===== src/hw/sacs_pkg.sv =====
// constants and carrier types for the serial converter sequencer
// assumes one 40 MHz clock; conversion clocks arrive as enable pulses
package sacs_pkg;

    // ==========================================================
    // conversion timing, counted in conversion clocks
    localparam int unsigned RES_W        = 10;
    localparam int unsigned CNT_W        = 4;
    localparam logic [3:0]  CONV_FIRST   = 4'h1;
    localparam logic [3:0]  SAMPLE_CLOCK = 4'h3;
    localparam logic [3:0]  MSB_CLOCK    = 4'h4;
    localparam logic [3:0]  CONV_LAST    = 4'hE;
    localparam int unsigned FIFO_DEPTH   = 8;

    // ==========================================================
    // serial output pin: level and driver enable
    typedef struct packed {
        logic data;
        logic oe;
    } sacs_pin_t;

    localparam sacs_pin_t PIN_HIZ = '{data: 1'b0, oe: 1'b0};
    localparam sacs_pin_t PIN_LOW = '{data: 1'b0, oe: 1'b1};

    typedef enum logic {
        SACS_IDLE,
        SACS_CONV
    } sacs_state_t;

endpackage : sacs_pkg


===== src/hw/sacs_fifo.sv =====
// sample buffer between the digitised input and the converter
// assumes a power-of-two depth; read data come out of a register
`timescale 1ns/1ps
`default_nettype none
module sacs_fifo
    import sacs_pkg::*;
#(
    parameter int unsigned WIDTH = RES_W,
    parameter int unsigned DEPTH = FIFO_DEPTH
)(
    // clock and reset
    input  wire logic             clk,
    input  wire logic             sys_rst,
    // filling side
    input  wire logic             in_valid,
    output logic                  in_ready,
    input  wire logic [WIDTH-1:0] in_data,
    // draining side
    output logic                  out_valid,
    input  wire logic             out_ready,
    output logic      [WIDTH-1:0] out_data
);
    localparam int unsigned AW = $clog2(DEPTH);

    logic [WIDTH-1:0] mem [DEPTH];
    logic [AW-1:0]    wr_ptr_reg, wr_ptr_next;
    logic [AW-1:0]    rd_ptr_reg, rd_ptr_next;
    logic [AW:0]      count_reg,  count_next;
    logic             ready_reg,  ready_next;
    logic             valid_reg,  valid_next;
    logic [WIDTH-1:0] data_reg,   data_next;
    logic             push;
    logic             pop;

    assign in_ready  = ready_reg;
    assign out_valid = valid_reg;
    assign out_data  = data_reg;

    // ==========================================================
    // pointers, fill count and head register
    always_comb
    begin
        push        = in_valid && ready_reg;
        pop         = out_ready && valid_reg;
        wr_ptr_next = push ? AW'(wr_ptr_reg + 1'b1) : wr_ptr_reg;
        rd_ptr_next = pop ? AW'(rd_ptr_reg + 1'b1) : rd_ptr_reg;
        count_next  = (AW+1)'(count_reg + {{AW{1'b0}}, push} - {{AW{1'b0}}, pop});
        ready_next  = count_next != (AW+1)'(DEPTH);
        valid_next  = count_next != '0;
        // bypass when the new head is being written this cycle
        if (push && wr_ptr_reg == rd_ptr_next)
            data_next = in_data;
        else
            data_next = mem[rd_ptr_next];
    end

    always_ff @(posedge clk)
    begin
        if (sys_rst)
        begin
            wr_ptr_reg <= '0;
            rd_ptr_reg <= '0;
            count_reg  <= '0;
            ready_reg  <= 1'b0;
            valid_reg  <= 1'b0;
            data_reg   <= '0;
        end
        else
        begin
            wr_ptr_reg <= wr_ptr_next;
            rd_ptr_reg <= rd_ptr_next;
            count_reg  <= count_next;
            ready_reg  <= ready_next;
            valid_reg  <= valid_next;
            data_reg   <= data_next;
        end
    end

    always_ff @(posedge clk)
    begin
        if (push)
            mem[wr_ptr_reg] <= in_data;
    end

endmodule : sacs_fifo
`default_nettype wire


===== src/hw/sacs_sequencer.sv =====
// conversion sequencer and serial output of a 10-bit SAR converter
// assumes conv_tick marks each rising edge of the host conversion clock
// assumes the host keeps conv_tick running while a conversion is in progress
// assumes sample_data is a digitised input level in straight binary
// assumes sys_rst is held for at least one clk edge
// sdo_oe high means the serial pin is driven
//
// What this block does
// - start_conversion_n seen low: next rising edge is conversion clock one.
// - most significant bit appears after the fourth conversion clock.
// - every conversion lasts exactly fourteen conversion clocks.
// - start_conversion_n high at clock fourteen: tri-state output, go idle.
// - low again any time after clock fourteen starts next conversion next edge.
// - between synchronized conversions the output stays high impedance.
// - start_conversion_n held low: conversions follow back to back.
// - in free run the output is driven low between conversions.
// - two modes, no configuration; only start_conversion_n decides.
// - start_conversion_n going low launches conversion and enables driver.
// - serial output is three-state, timed by the conversion clock.
// - ten-bit successive approximation over clocks five to fourteen, MSB first.
// - output forced low from conversion start to first result bit.
// - result is straight unsigned binary.
`timescale 1ns/1ps
`default_nettype none
module sacs_sequencer
    import sacs_pkg::*;
#(
    parameter int unsigned DEPTH = FIFO_DEPTH
)(
    // clock and reset
    input  wire logic             clk,
    input  wire logic             sys_rst,
    // host side of the converter
    input  wire logic             conv_tick,
    input  wire logic             start_conversion_n,
    output logic                  sdo_data,
    output logic                  sdo_oe,
    // digitised analog input stream
    input  wire logic             sample_valid,
    output logic                  sample_ready,
    input  wire logic [RES_W-1:0] sample_data
);
    sacs_pin_t        pin_reg,    pin_next;
    sacs_state_t      state_reg,  state_next;
    logic [CNT_W-1:0] cnt_reg,    cnt_next;
    logic [RES_W-1:0] held_reg,   held_next;
    logic [RES_W-1:0] sar_reg,    sar_next;
    logic [CNT_W-1:0] cnt_inc;
    logic [RES_W-1:0] trial;
    logic             bit_keep;
    logic             idle_tick;
    logic             conv_step;
    logic             wrap_tick;
    logic             sample_tick;
    logic             bit_tick;
    logic             fifo_valid;
    logic             fifo_pop;
    logic [RES_W-1:0] fifo_data;

    // ==========================================================
    // sample buffer
    sacs_fifo #(
        .WIDTH (RES_W),
        .DEPTH (DEPTH)
    ) i_sacs_fifo (
        .clk       (clk),
        .sys_rst   (sys_rst),
        .in_valid  (sample_valid),
        .in_ready  (sample_ready),
        .in_data   (sample_data),
        .out_valid (fifo_valid),
        .out_ready (fifo_pop),
        .out_data  (fifo_data)
    );

    // weight of the bit decided when the count reaches clk_no
    function automatic logic [RES_W-1:0] bit_weight(input logic [CNT_W-1:0] clk_no);
        logic [CNT_W-1:0] idx;
        idx        = CNT_W'(CONV_LAST - clk_no);
        bit_weight = RES_W'(1) << idx;
    endfunction : bit_weight

    assign sdo_data = pin_reg.data;
    assign sdo_oe   = pin_reg.oe;

    // ==========================================================
    // where the current conversion clock falls
    always_comb
    begin
        cnt_inc     = CNT_W'(cnt_reg + 1'b1);
        idle_tick   = conv_tick && state_reg == SACS_IDLE;
        conv_step   = conv_tick && state_reg == SACS_CONV;
        wrap_tick   = conv_step && cnt_reg == CONV_LAST;
        sample_tick = conv_step && cnt_inc == SAMPLE_CLOCK;
        bit_tick    = conv_step && cnt_reg != CONV_LAST && cnt_inc > MSB_CLOCK;
    end

    // ==========================================================
    // trial value for the bit decided at this clock
    always_comb
    begin
        trial    = sar_reg | bit_weight(cnt_inc);
        bit_keep = held_reg >= trial;
    end

    // ==========================================================
    // sequencing; mode follows only start_conversion_n
    always_comb
    begin
        state_next = state_reg;
        cnt_next   = cnt_reg;
        if (conv_tick)
        begin
            unique case (state_reg)
                SACS_IDLE:
                begin
                    if (!start_conversion_n)
                    begin
                        state_next = SACS_CONV;
                        cnt_next   = CONV_FIRST;
                    end
                end
                SACS_CONV:
                begin
                    if (cnt_reg != CONV_LAST)
                        cnt_next = cnt_inc;
                    else if (start_conversion_n)
                        state_next = SACS_IDLE;
                    else
                        cnt_next = CONV_FIRST;
                end
            endcase
        end
    end

    always_ff @(posedge clk)
    begin
        if (sys_rst)
        begin
            state_reg <= SACS_IDLE;
            cnt_reg   <= '0;
        end
        else
        begin
            state_reg <= state_next;
            cnt_reg   <= cnt_next;
        end
    end

    // ==========================================================
    // serial output pin; the LSB stands only until the next tick
    always_comb
    begin
        pin_next = pin_reg;
        if (idle_tick)
        begin
            if (start_conversion_n)
                pin_next = PIN_HIZ;
            else
                pin_next = PIN_LOW;
        end
        else if (wrap_tick)
        begin
            // free run keeps the pin driven low between conversions
            if (start_conversion_n)
                pin_next = PIN_HIZ;
            else
                pin_next = PIN_LOW;
        end
        else if (bit_tick)
        begin
            pin_next.oe   = 1'b1;
            pin_next.data = bit_keep;
        end
    end

    always_ff @(posedge clk)
    begin
        if (sys_rst)
            pin_reg <= PIN_HIZ;
        else
            pin_reg <= pin_next;
    end

    // ==========================================================
    // sample hold and successive approximation register
    always_comb
    begin
        held_next = held_reg;
        sar_next  = sar_reg;
        fifo_pop  = sample_tick;
        if (sample_tick)
        begin
            // an empty buffer leaves the previous sample in place
            sar_next = '0;
            if (fifo_valid)
                held_next = fifo_data;
        end
        else if (bit_tick && bit_keep)
            sar_next = trial;
    end

    always_ff @(posedge clk)
    begin
        if (sys_rst)
        begin
            held_reg <= '0;
            sar_reg  <= '0;
        end
        else
        begin
            held_reg <= held_next;
            sar_reg  <= sar_next;
        end
    end

endmodule : sacs_sequencer
`default_nettype wire


===== config.mk =====
export PLATFORM = sky130hd
export DESIGN_NAME = sacs_sequencer
export DESIGN_NICKNAME = d
export VERILOG_FILES = /design/src/hw/sacs_pkg.sv /design/src/hw/sacs_fifo.sv /design/src/hw/sacs_sequencer.sv
export SDC_FILE = /design/constraint.sdc
export NUM_CORES = 1
export LEC_CHECK = 0
export ABC_AREA = 1
export BUFFER_PORTS_ARGS = -buffer_cell sky130_fd_sc_hd__buf_2
export CAP_MARGIN = 20
export CELL_PAD_IN_SITES_DETAIL_PLACEMENT = 0
export CELL_PAD_IN_SITES_GLOBAL_PLACEMENT = 1
export CORE_ASPECT_RATIO = 0.75
export CORE_MARGIN = 1
export CORE_UTILIZATION = 35
export CTS_CLUSTER_DIAMETER = 100
export DETAILED_ROUTE_END_ITERATION = 12
export PLACE_DENSITY = 0.64
export SETUP_SLACK_MARGIN = 0.3
export SLEW_MARGIN = 30
export SYNTH_ARGS = -nofsm -noshare
export SYNTH_HDL_FRONTEND = slang
export SYNTH_SLANG_ARGS = --single-unit

===== constraint.sdc =====
create_clock -name clk -period 3.4 [get_ports clk]
set_clock_uncertainty 0.15 [all_clocks]
set_input_delay 0.17 -clock clk [delete_from_list [all_inputs] [get_ports clk]]
set_output_delay 0.17 -clock clk [all_outputs]
set_load 0.01 [all_outputs]

==> impl_summary.md, run 1 <==
Status
The flow ran to the end, and the final reports show no timing, DRC or antenna violations.

GRT
The global route total overflow is 0. The number of antenna violations at the first check in global routing is 0. Global routing used 17.97% of the available tracks. The via count of the first global-routing pass was approximately 4300. Entering global routing, the biggest net connects 27 pins.

The first global-routing pass estimated ~23000 um of wire.

Die
The die width is 151.4 um. The floorplan step defined a die boundary enclosing between 15000 and 20000 sq um. The floorplan step set the die height to roughly 110 um. The initial cell density of the core is a little over a third. The core area is between 15000 and 20000 sq um. The boundary pin count is 18. The number of cell rows is 40.

Critical path
The data required time of the critical path is 3600 ps. The biggest fanout along the worst timing path is 6. Data on the critical path arrives at its endpoint at about 3100 ps. The critical path class is reg -> reg.

The category of the worst setup path capture point is a register. STA classifies the critical path startpoint as a register. The length in cells of the worst reg-to-reg path is 17.

Placed design
The count of input and output buffers is 17. The estimated wirelength of the detail-placed design is about 9300 um. The weighted congestion reported at the end of routability-driven placement is ~0.77.

Yosys
The number of warning messages in the yosys log is 0. The distinct cell type count after synthesis is 35. The average cell area after synthesis is 9.324 sq um. Summing every instance area after synthesis gives 5856 sq um. The fraction of the yosys area taken by sequential cells is a little under 60%. After synthesis, the cell types taking the most area are edfxtp_1 (41%), dfxtp_1 (17%), nand2_1 (10%).

After synthesis, the largest area contributor takes up 41.03% of total cell area. The largest total area in the synthesized netlist belongs to edfxtp_1. Counting every instance in the synthesized netlist gives around 630.

The synthesized design contains between 100 and 150 register bits. The number of nets handed over by synthesis was 667.

Drt
After the first detailed-routing iteration, the DRC count stood at just under 400. The final wirelength is roughly 14000 um. In the final routed layout, each cell accounts on average for ~16 um. The iteration count of the initial detailed-routing pass is 6.

For this run, design rule violations remaining after detail routing come to 0. In the routed layout, each cell is associated on average with a via count of around 5. The detail route stage leaves a number of antenna-violating nets equal to 0. Across all layers, the routed design uses 4411 vias.

Finish
Compared with the post-synthesis result, the final layout area differs by 21.92%. The antenna diode count is 0. In the final design database the tool counted slightly above 700 nets.

Of the cells placed in the final design, the portion with a size suffix greater than 1 is 17.46%. The final core utilization is between 40% and 50%. The largest register by flop count is i_sacs_fifo.mem. The register with the most flip-flops in the layout has 80 of them.

Power
The analysis attributes to net switching a power of 0.0009630 W. The power share of the sequential group is 45.3%. VDD sags by at most 392.4 uV. The combinational share of power is a little over a tenth. The total power divided by cell area is around 560 nW/um^2. The switching part of the total is roughly a quarter.

The clock network burns 44.1% of the power. The internal portion of the total power is 0.003005 W. In this run the static leakage power is about 2.8 nW. Total power for the finished layout comes to between 0.003 and 0.004 W.

STA
The number of pins with negative max-slew slack in the final report is 0. Summed over all failing endpoints, the final setup total negative slack is 0 ps. Setup repair after global routing left no endpoint under its margin. The tightest hold path in the finished design has a slack of ~33 ps.

The worst relative slew slack is 57.03%. The ratio of final minimum period to clock period is between 80% and 90%. The routed design could run at a clock period as short as roughly 2900 ps. At the pin with the least slew margin, the transition time is approximately 640 ps.

Setup violations remaining at the end of the flow were counted as 0. The fmax is 347.8 MHz. The final-report hold violation count is 0.

Clock tree
No sink is reached through more buffers than the 2 on the longest clock path. TritonCTS built the clock tree. The number of levels in the clock H-tree is 4. The later pin in the worst-skew pair is clocked with a latency of between 400 and 500 ps. The number of sinks handled by clock tree synthesis is 129. The number of clock buffers added by TritonCTS is 17. The clock root buffer is clkbuf_16. After clock tree synthesis, the clock-pin slew on the worst setup and hold paths is ~50 ps.

Run
Max-cap violations in this run came to 0.

Worst hold path
The path class of the tightest hold or removal check is in -> reg. Along the worst hold path, the cell count comes to 4.
==> worst max-delay path, stage by stage (launching register included) <==
cell and delay (ps):
dfxtp_4 370, inv_2 70, ha_1 320, nand3_2 100
nand2_1 90, o21ai_2 70, inv_2 110, nand2_2 90
o21ai_2 160, inv_1 90, ha_4 280, nand2_2 90
nor2_4 110, o211ai_1 80, and3_1 200, o41ai_4 80
nand2_2 180, a21oi_2 170
==> cell usage in the layout, fill, tap and decap left out, types with 3 or more instances in the layout <==
cell and n:
clkbuf_1 3, nor2_1 48, clkinv_1 3, inv_2 5
nand3_1 73, clkbuf_8 3, xnor2_1 3, nand4_1 14
a21oi_2 9, ha_1 20, nand3_2 3, nand2_4 3
dlygate4sd3_1 13, edfxtp_1 80, nand2_2 12, dfxtp_1 46
clkinvlp_4 3, o21ai_2 7, clkbuf_16 18, nand2_1 154
buf_4 23, a21oi_1 34, buf_2 17, inv_1 63
o21ai_0 6
==> path summary, 6_finish.rpt <==
check / startpoint / to / slack [ps]
max: cnt_reg[0]$_SDFFE_PP0P_ / sar_reg[0]$_SDFFE_PP0P_ / 520
min: sample_valid / i_sacs_fifo.wr_ptr_reg[0]$_SDFFE_PP0P_ / 30
max reg2reg: cnt_reg[0]$_SDFFE_PP0P_ / sar_reg[0]$_SDFFE_PP0P_ / 520
min reg2reg: i_sacs_fifo.out_data[3]$_SDFF_PP0_ / held_reg[3]$_SDFFE_PP0N_ / 290
==> through the flow <==
| step | setup slack [ps] | cells | instance area [sq um] |
|---|---|---|---|
| floorplan | 436.3 | 628 | 5856 |
| global placement | 218.7 | 852 | 6231 |
| detailed placement | 73.55 | 852 | 6231 |
| CTS | 334.1 | 898 | 6959 |
| global route | 248.8 | 903 | 7139 |
| finish | 524.5 | 903 | 7139 |
==> area by class of cell <==
class,instances,area (sq um)
sequential,129,3392
clock buffer,24,503.0
tap,210,262.8
multi-input combinational,408,2247
timing repair buffer,53,387.9
clock inverter,8,76.32
fill,1538,9026
inverter,71,270.3
==> cells in the mapped netlist <==
library cell and number:
o211ai_1 2, nand3_4 1, a221oi_1 1, nand4_1 14, clkbuf_1 5, o31ai_1 1, o311a_1 1, xor2_1 1
buf_1 1, buf_4 4, xnor2_1 3, nor2_1 50, fa_1 1, o21ai_0 15, nand3_1 74, a21oi_2 1
a21oi_1 42, buf_2 11, o21a_1 1, o41ai_1 1, and3_1 1, a211oi_1 1, nor2_8 1, dfxtp_1 49
nand2_4 2, inv_1 65, clkinv_1 3, edfxtp_1 80, nand2_2 6, nor3_1 1, nand3_2 2, nand4_4 1
inv_2 3, ha_1 23, nand2_1 160
==> timing repair <==
action                                  in CTS  in global routing
gates cloned                                 1                  0
endpoints found under the setup margin      21                 24
gates resized for setup                      9                 41
hold buffers                                13                  0
pin swaps                                    0                  7
setup buffers                                0                  5
endpoints found under the hold margin       82                  0
==> logic make-up (layout without fill, tap and decap cells) <==
group	count (synthesis)	in the layout	synth area share, %
compound gates	66	66	6.133
xor+xnor	4	4	0.5984
fa+ha+maj	24	24	5.256
buf+inv	92	156	6.389
flops	129	129	57.78
simple gates	313	314	23.85
==> routing by layer <==
layer	share of wire (%)	GRT usage [%]	vias to the layer above
li1	-	-	2205
met1	50	26.57	2102
met2	44	25.84	96
met3	5.5	4.440	8
met4	0.51	5.000	0
met5	0	0	-
==> power groups by stage <==
stage | registers (W) | clock network, W | logic [W]
final | 0.00180 | 0.00175 | 0.000418
after global routing | 0.00181 | 0.00186 | 0.000480
after CTS | 0.00180 | 0.00179 | 0.000408
after detailed placement | 0.00183 | 0 | 0.000391
after global placement | 0.00183 | 0 | 0.000385
after floorplan | 0.00182 | 0 | 0.000266
No activity file was read; power rests on OpenSTA's default activity.
==> run 2, diff against run 1 <==
Clock period 3.4 ns to 3 ns, I/O delays scaled along.
==> impl_summary.md, run 2 (synthesized netlist as in run 1, its figures left out) <==
Status
The run finished with clean final reports.

Critical path
Data on the critical path arrives at its endpoint at around 3000 ps. The signal on the critical path passes through ha_4 -> inv_2 -> nand2_4 -> nand2_4 -> nand3_4 -> o21ai_4 -> inv_4 -> o21ai_2 -> inv_1 -> ha_4 -> nand2_4 -> nor2_4 -> o211ai_1 -> and3_4 -> o41ai_4 -> nand2_2 -> a21oi_2. The setup slack of the most critical reg-to-reg path is ~150 ps.

The length in cells of the worst reg-to-reg path is 17. The buffering stage count on the worst path with inverters included is 3. The worst setup path is captured at a register.

For the worst setup path, the data required time is roughly 3200 ps. In this run the critical register-to-register path is launched from cnt_reg[1]$_SDFFE_PP0P_. The cell seen most often among critical-path stages is nand2_4.

In this design, the largest share of critical-path delay is due to simple AND/OR/NAND/NOR gates. In this run the critical register-to-register path is captured at sdo_data$_SDFFE_PP0P_. The cell at the slowest stage of the critical path is dfxtp_4. The critical path is of the reg -> reg type. The maximum single-stage delay on the critical path is 380 ps. Along the worst path, the maximum fanout reaches 6.

The worst setup path is launched from a register.

STA
After layout, the minimum clock period comes to roughly 2900 ps. The final-report hold violation count came to 0. The worst-case setup margin in the final layout is 148.7 ps. In the finished design, the share of the clock period the worst path needs comes to between 90% and 100%. For the pin with the worst max-slew slack, the measured transition is ~590 ps. The number of pins with negative max-slew slack in the final report was 0. The setup-violating endpoint count in the final report is 0. Setup repair after global routing could not meet its margin everywhere. The worst relative slew slack is between 60% and 70%.

The fmax is approximately 350 MHz.

Die
The die width is between 150 and 200 um. The die height is 114.0 um. The number of cell rows is 40. The boundary pin count is 18. The overall die area is 17260 sq um. The core area is ~16000 sq um.

The initial cell density of the core is a little over a third.

Finish
The commonest non-fill, non-tap cell in the layout is nand2_1. The post-route netlist has between 20% and 30% of its cells at a drive strength greater than 1. The number of antenna diodes in the final layout is 0. From synthesis to final layout, the design area changed by 27.33%. Counting flops per register, the top entry is i_sacs_fifo.mem. The final instance count without filler cells is approximately 910.

Cells fill 46.12% of the core in the end. The top cell types in the final layout, fill and taps aside, are nand2_1 (150), edfxtp_1 (80), nand3_1 (72), inv_1 (56). The finished cells cover between 7000 and 8000 sq um. For this run, the post-layout net count is 730.

The number of flip-flops in the largest register is 80.

Power
Registers are responsible for about 46% of the overall power. In this run the power spent charging and discharging nets is around 0.0011 W. The static power due to leakage is approximately 2.9 nW.

VDD sags by at most roughly 470 uV. The internal portion of the total power is 0.003313 W. Dividing total power by cell area gives a power density of between 500 and 600 nW/um^2. The switching part of the total is 25.64%. The combinational share of power is about an eighth. The clock network power share is between 40% and 50%.

Drt
In the routed design, unresolved DRC markers number 0. The final route contains 4432 vias. The final layout contains routed wiring with a total length of 14540 um.

The detailed router finished its first iteration with about 290 violations. The via density per instance is approximately 4.8. The final routed wire length divided by cell count is ~16 um. The detail route stage leaves a number of antenna-violating nets equal to 0.

The first detailed-routing pass took 4 iterations.

GRT
The via count of the first global-routing pass is between 4000 and 5000. For this run, global-route usage on met2 was measured as around a quarter. The first-pass GRT wire length is 22930 um.

In the global route stage, overall resource usage came out at a little under a fifth. The met1 track demand over resource is 26.39%. Global routing finished with a remaining overflow of 0. The number of antenna violations at the first check in global routing is 0. The global-route track usage on met3 is about 4.2%. Entering global routing, the biggest net connects between 40 and 50 pins.

met1 is the most crowded layer.

Placed design
After detailed placement, the design holds a cell count of approximately 860. Summed over all nets, the half-perimeter wirelength after detailed placement is 9123 um. Timing analysis after detailed placement gives a worst setup slack of -66.46 ps. The weighted congestion reported at the end of routability-driven placement is ~0.8.

Port buffering added 17 buffers. In this run the cell area measured after placement is around 6300 sq um.

Worst hold path
For hold timing, the worst endpoint is i_sacs_fifo.count_reg[1]$_SDFF_PP0_. In this run the worst hold path is classified as in -> reg. The startpoint identified for the worst hold timing path is sys_rst. Along the worst hold path, the cell count comes to 2.

Clock tree
The total CTS buffers is 17. The H-tree generated during clock tree synthesis spans 4 levels. The number of buffers on the longest clock path is 2. CTS placed an instance of clkbuf_16 at the clock tree root. TritonCTS built the clock tree. The clock network latency to the later pin of the worst-skew pair is ~410 ps. The clock transition time at the flip-flop clock pins of the worst setup and hold paths is roughly 60 ps.

The number of sinks handled by clock tree synthesis is approximately 130.

Run
The max capacitance violation total is 0.
run 2: cell count changes in the layout (fill, tap and decap cells not counted), sizes merged:
cell / before / now
clkinv: 6 / 10
inv: 69 / 71
clkbuf: 24 / 18
dlygate4sd3: 13 / 14
buf: 40 / 50
run 2: layout make-up:
class	instances	area, sq um
inverter	71	275.3
multi-input combinational	408	2474
timing repair buffer	64	505.5
tap	210	262.8
fill	1503	8710
clock inverter	14	115.1
clock buffer	18	429.2
sequential	129	3395
run 2: timing repair:
action | in CTS | in global routing
pin swaps | 20 | 24
gates cloned | 1 | 0
hold endpoints to repair | 84 | 0
hold buffers | 14 | 0
gates resized for setup | 55 | 36
buffers inserted | 6 | 4
endpoints found under the setup margin | 19 | 21
run 2: through the flow:
step | TNS [ps] | hold WS [ps] | total power (W)
after floorplan | 0 | 69.07 | 0.002369
after global placement | 0 | 286.1 | 0.002518
after detailed placement | -573.5 | 292.6 | 0.002524
after CTS | 0 | 14.04 | 0.004471
after global routing | 0 | 63.72 | 0.004652
final | 0 | 19.22 | 0.004456
run 2: worst max-delay path by stage:
stage / startpoint / endpoint / slack, ps / cells past startpoint
2_1_floorplan: cnt_reg[2]$_SDFFE_PP0P_ / i_sacs_fifo.out_valid$_SDFF_PP0_ / 300 / 14
3_3_place_gp: cnt_reg[0]$_SDFFE_PP0P_ / sdo_data$_SDFFE_PP0P_ / 70 / 17
3_5_place_dp: cnt_reg[0]$_SDFFE_PP0P_ / sar_reg[1]$_SDFFE_PP0P_ / -70 / 17
4_1_cts: cnt_reg[1]$_SDFFE_PP0P_ / sar_reg[1]$_SDFFE_PP0P_ / 220 / 19
5_1_grt: cnt_reg[1]$_SDFFE_PP0P_ / sdo_data$_SDFFE_PP0P_ / 5 / 17
6_report: cnt_reg[1]$_SDFFE_PP0P_ / sdo_data$_SDFFE_PP0P_ / 150 / 17
run 2: per-layer routing:
layer,vias up,wire length (um)
met5,-,0
li1,2235,-
met4,0,157
met3,16,1061
met1,2079,6735
met2,102,6585
run 2: power groups by stage:
stage / logic [W] / clock network, W / registers [W]
2_1_floorplan: 0.000304 / 0 / 0.00207
3_3_place_gp: 0.000448 / 0 / 0.00207
3_5_place_dp: 0.000452 / 0 / 0.00207
4_1_cts: 0.000496 / 0.00194 / 0.00204
5_1_grt: 0.000596 / 0.00201 / 0.00204
6_report: 0.000525 / 0.00189 / 0.00204
run 2: worst register-to-register path, stage by stage (launching register included):
cell,delay [ps]
dfxtp_4,380
ha_4,170
inv_2,60
nand2_4,50
nand2_4,80
nand3_4,90
o21ai_4,240
inv_4,100
o21ai_2,150
inv_1,80
ha_4,280
nand2_4,70
nor2_4,110
o211ai_1,90
and3_4,190
o41ai_4,60
nand2_2,220
a21oi_2,210
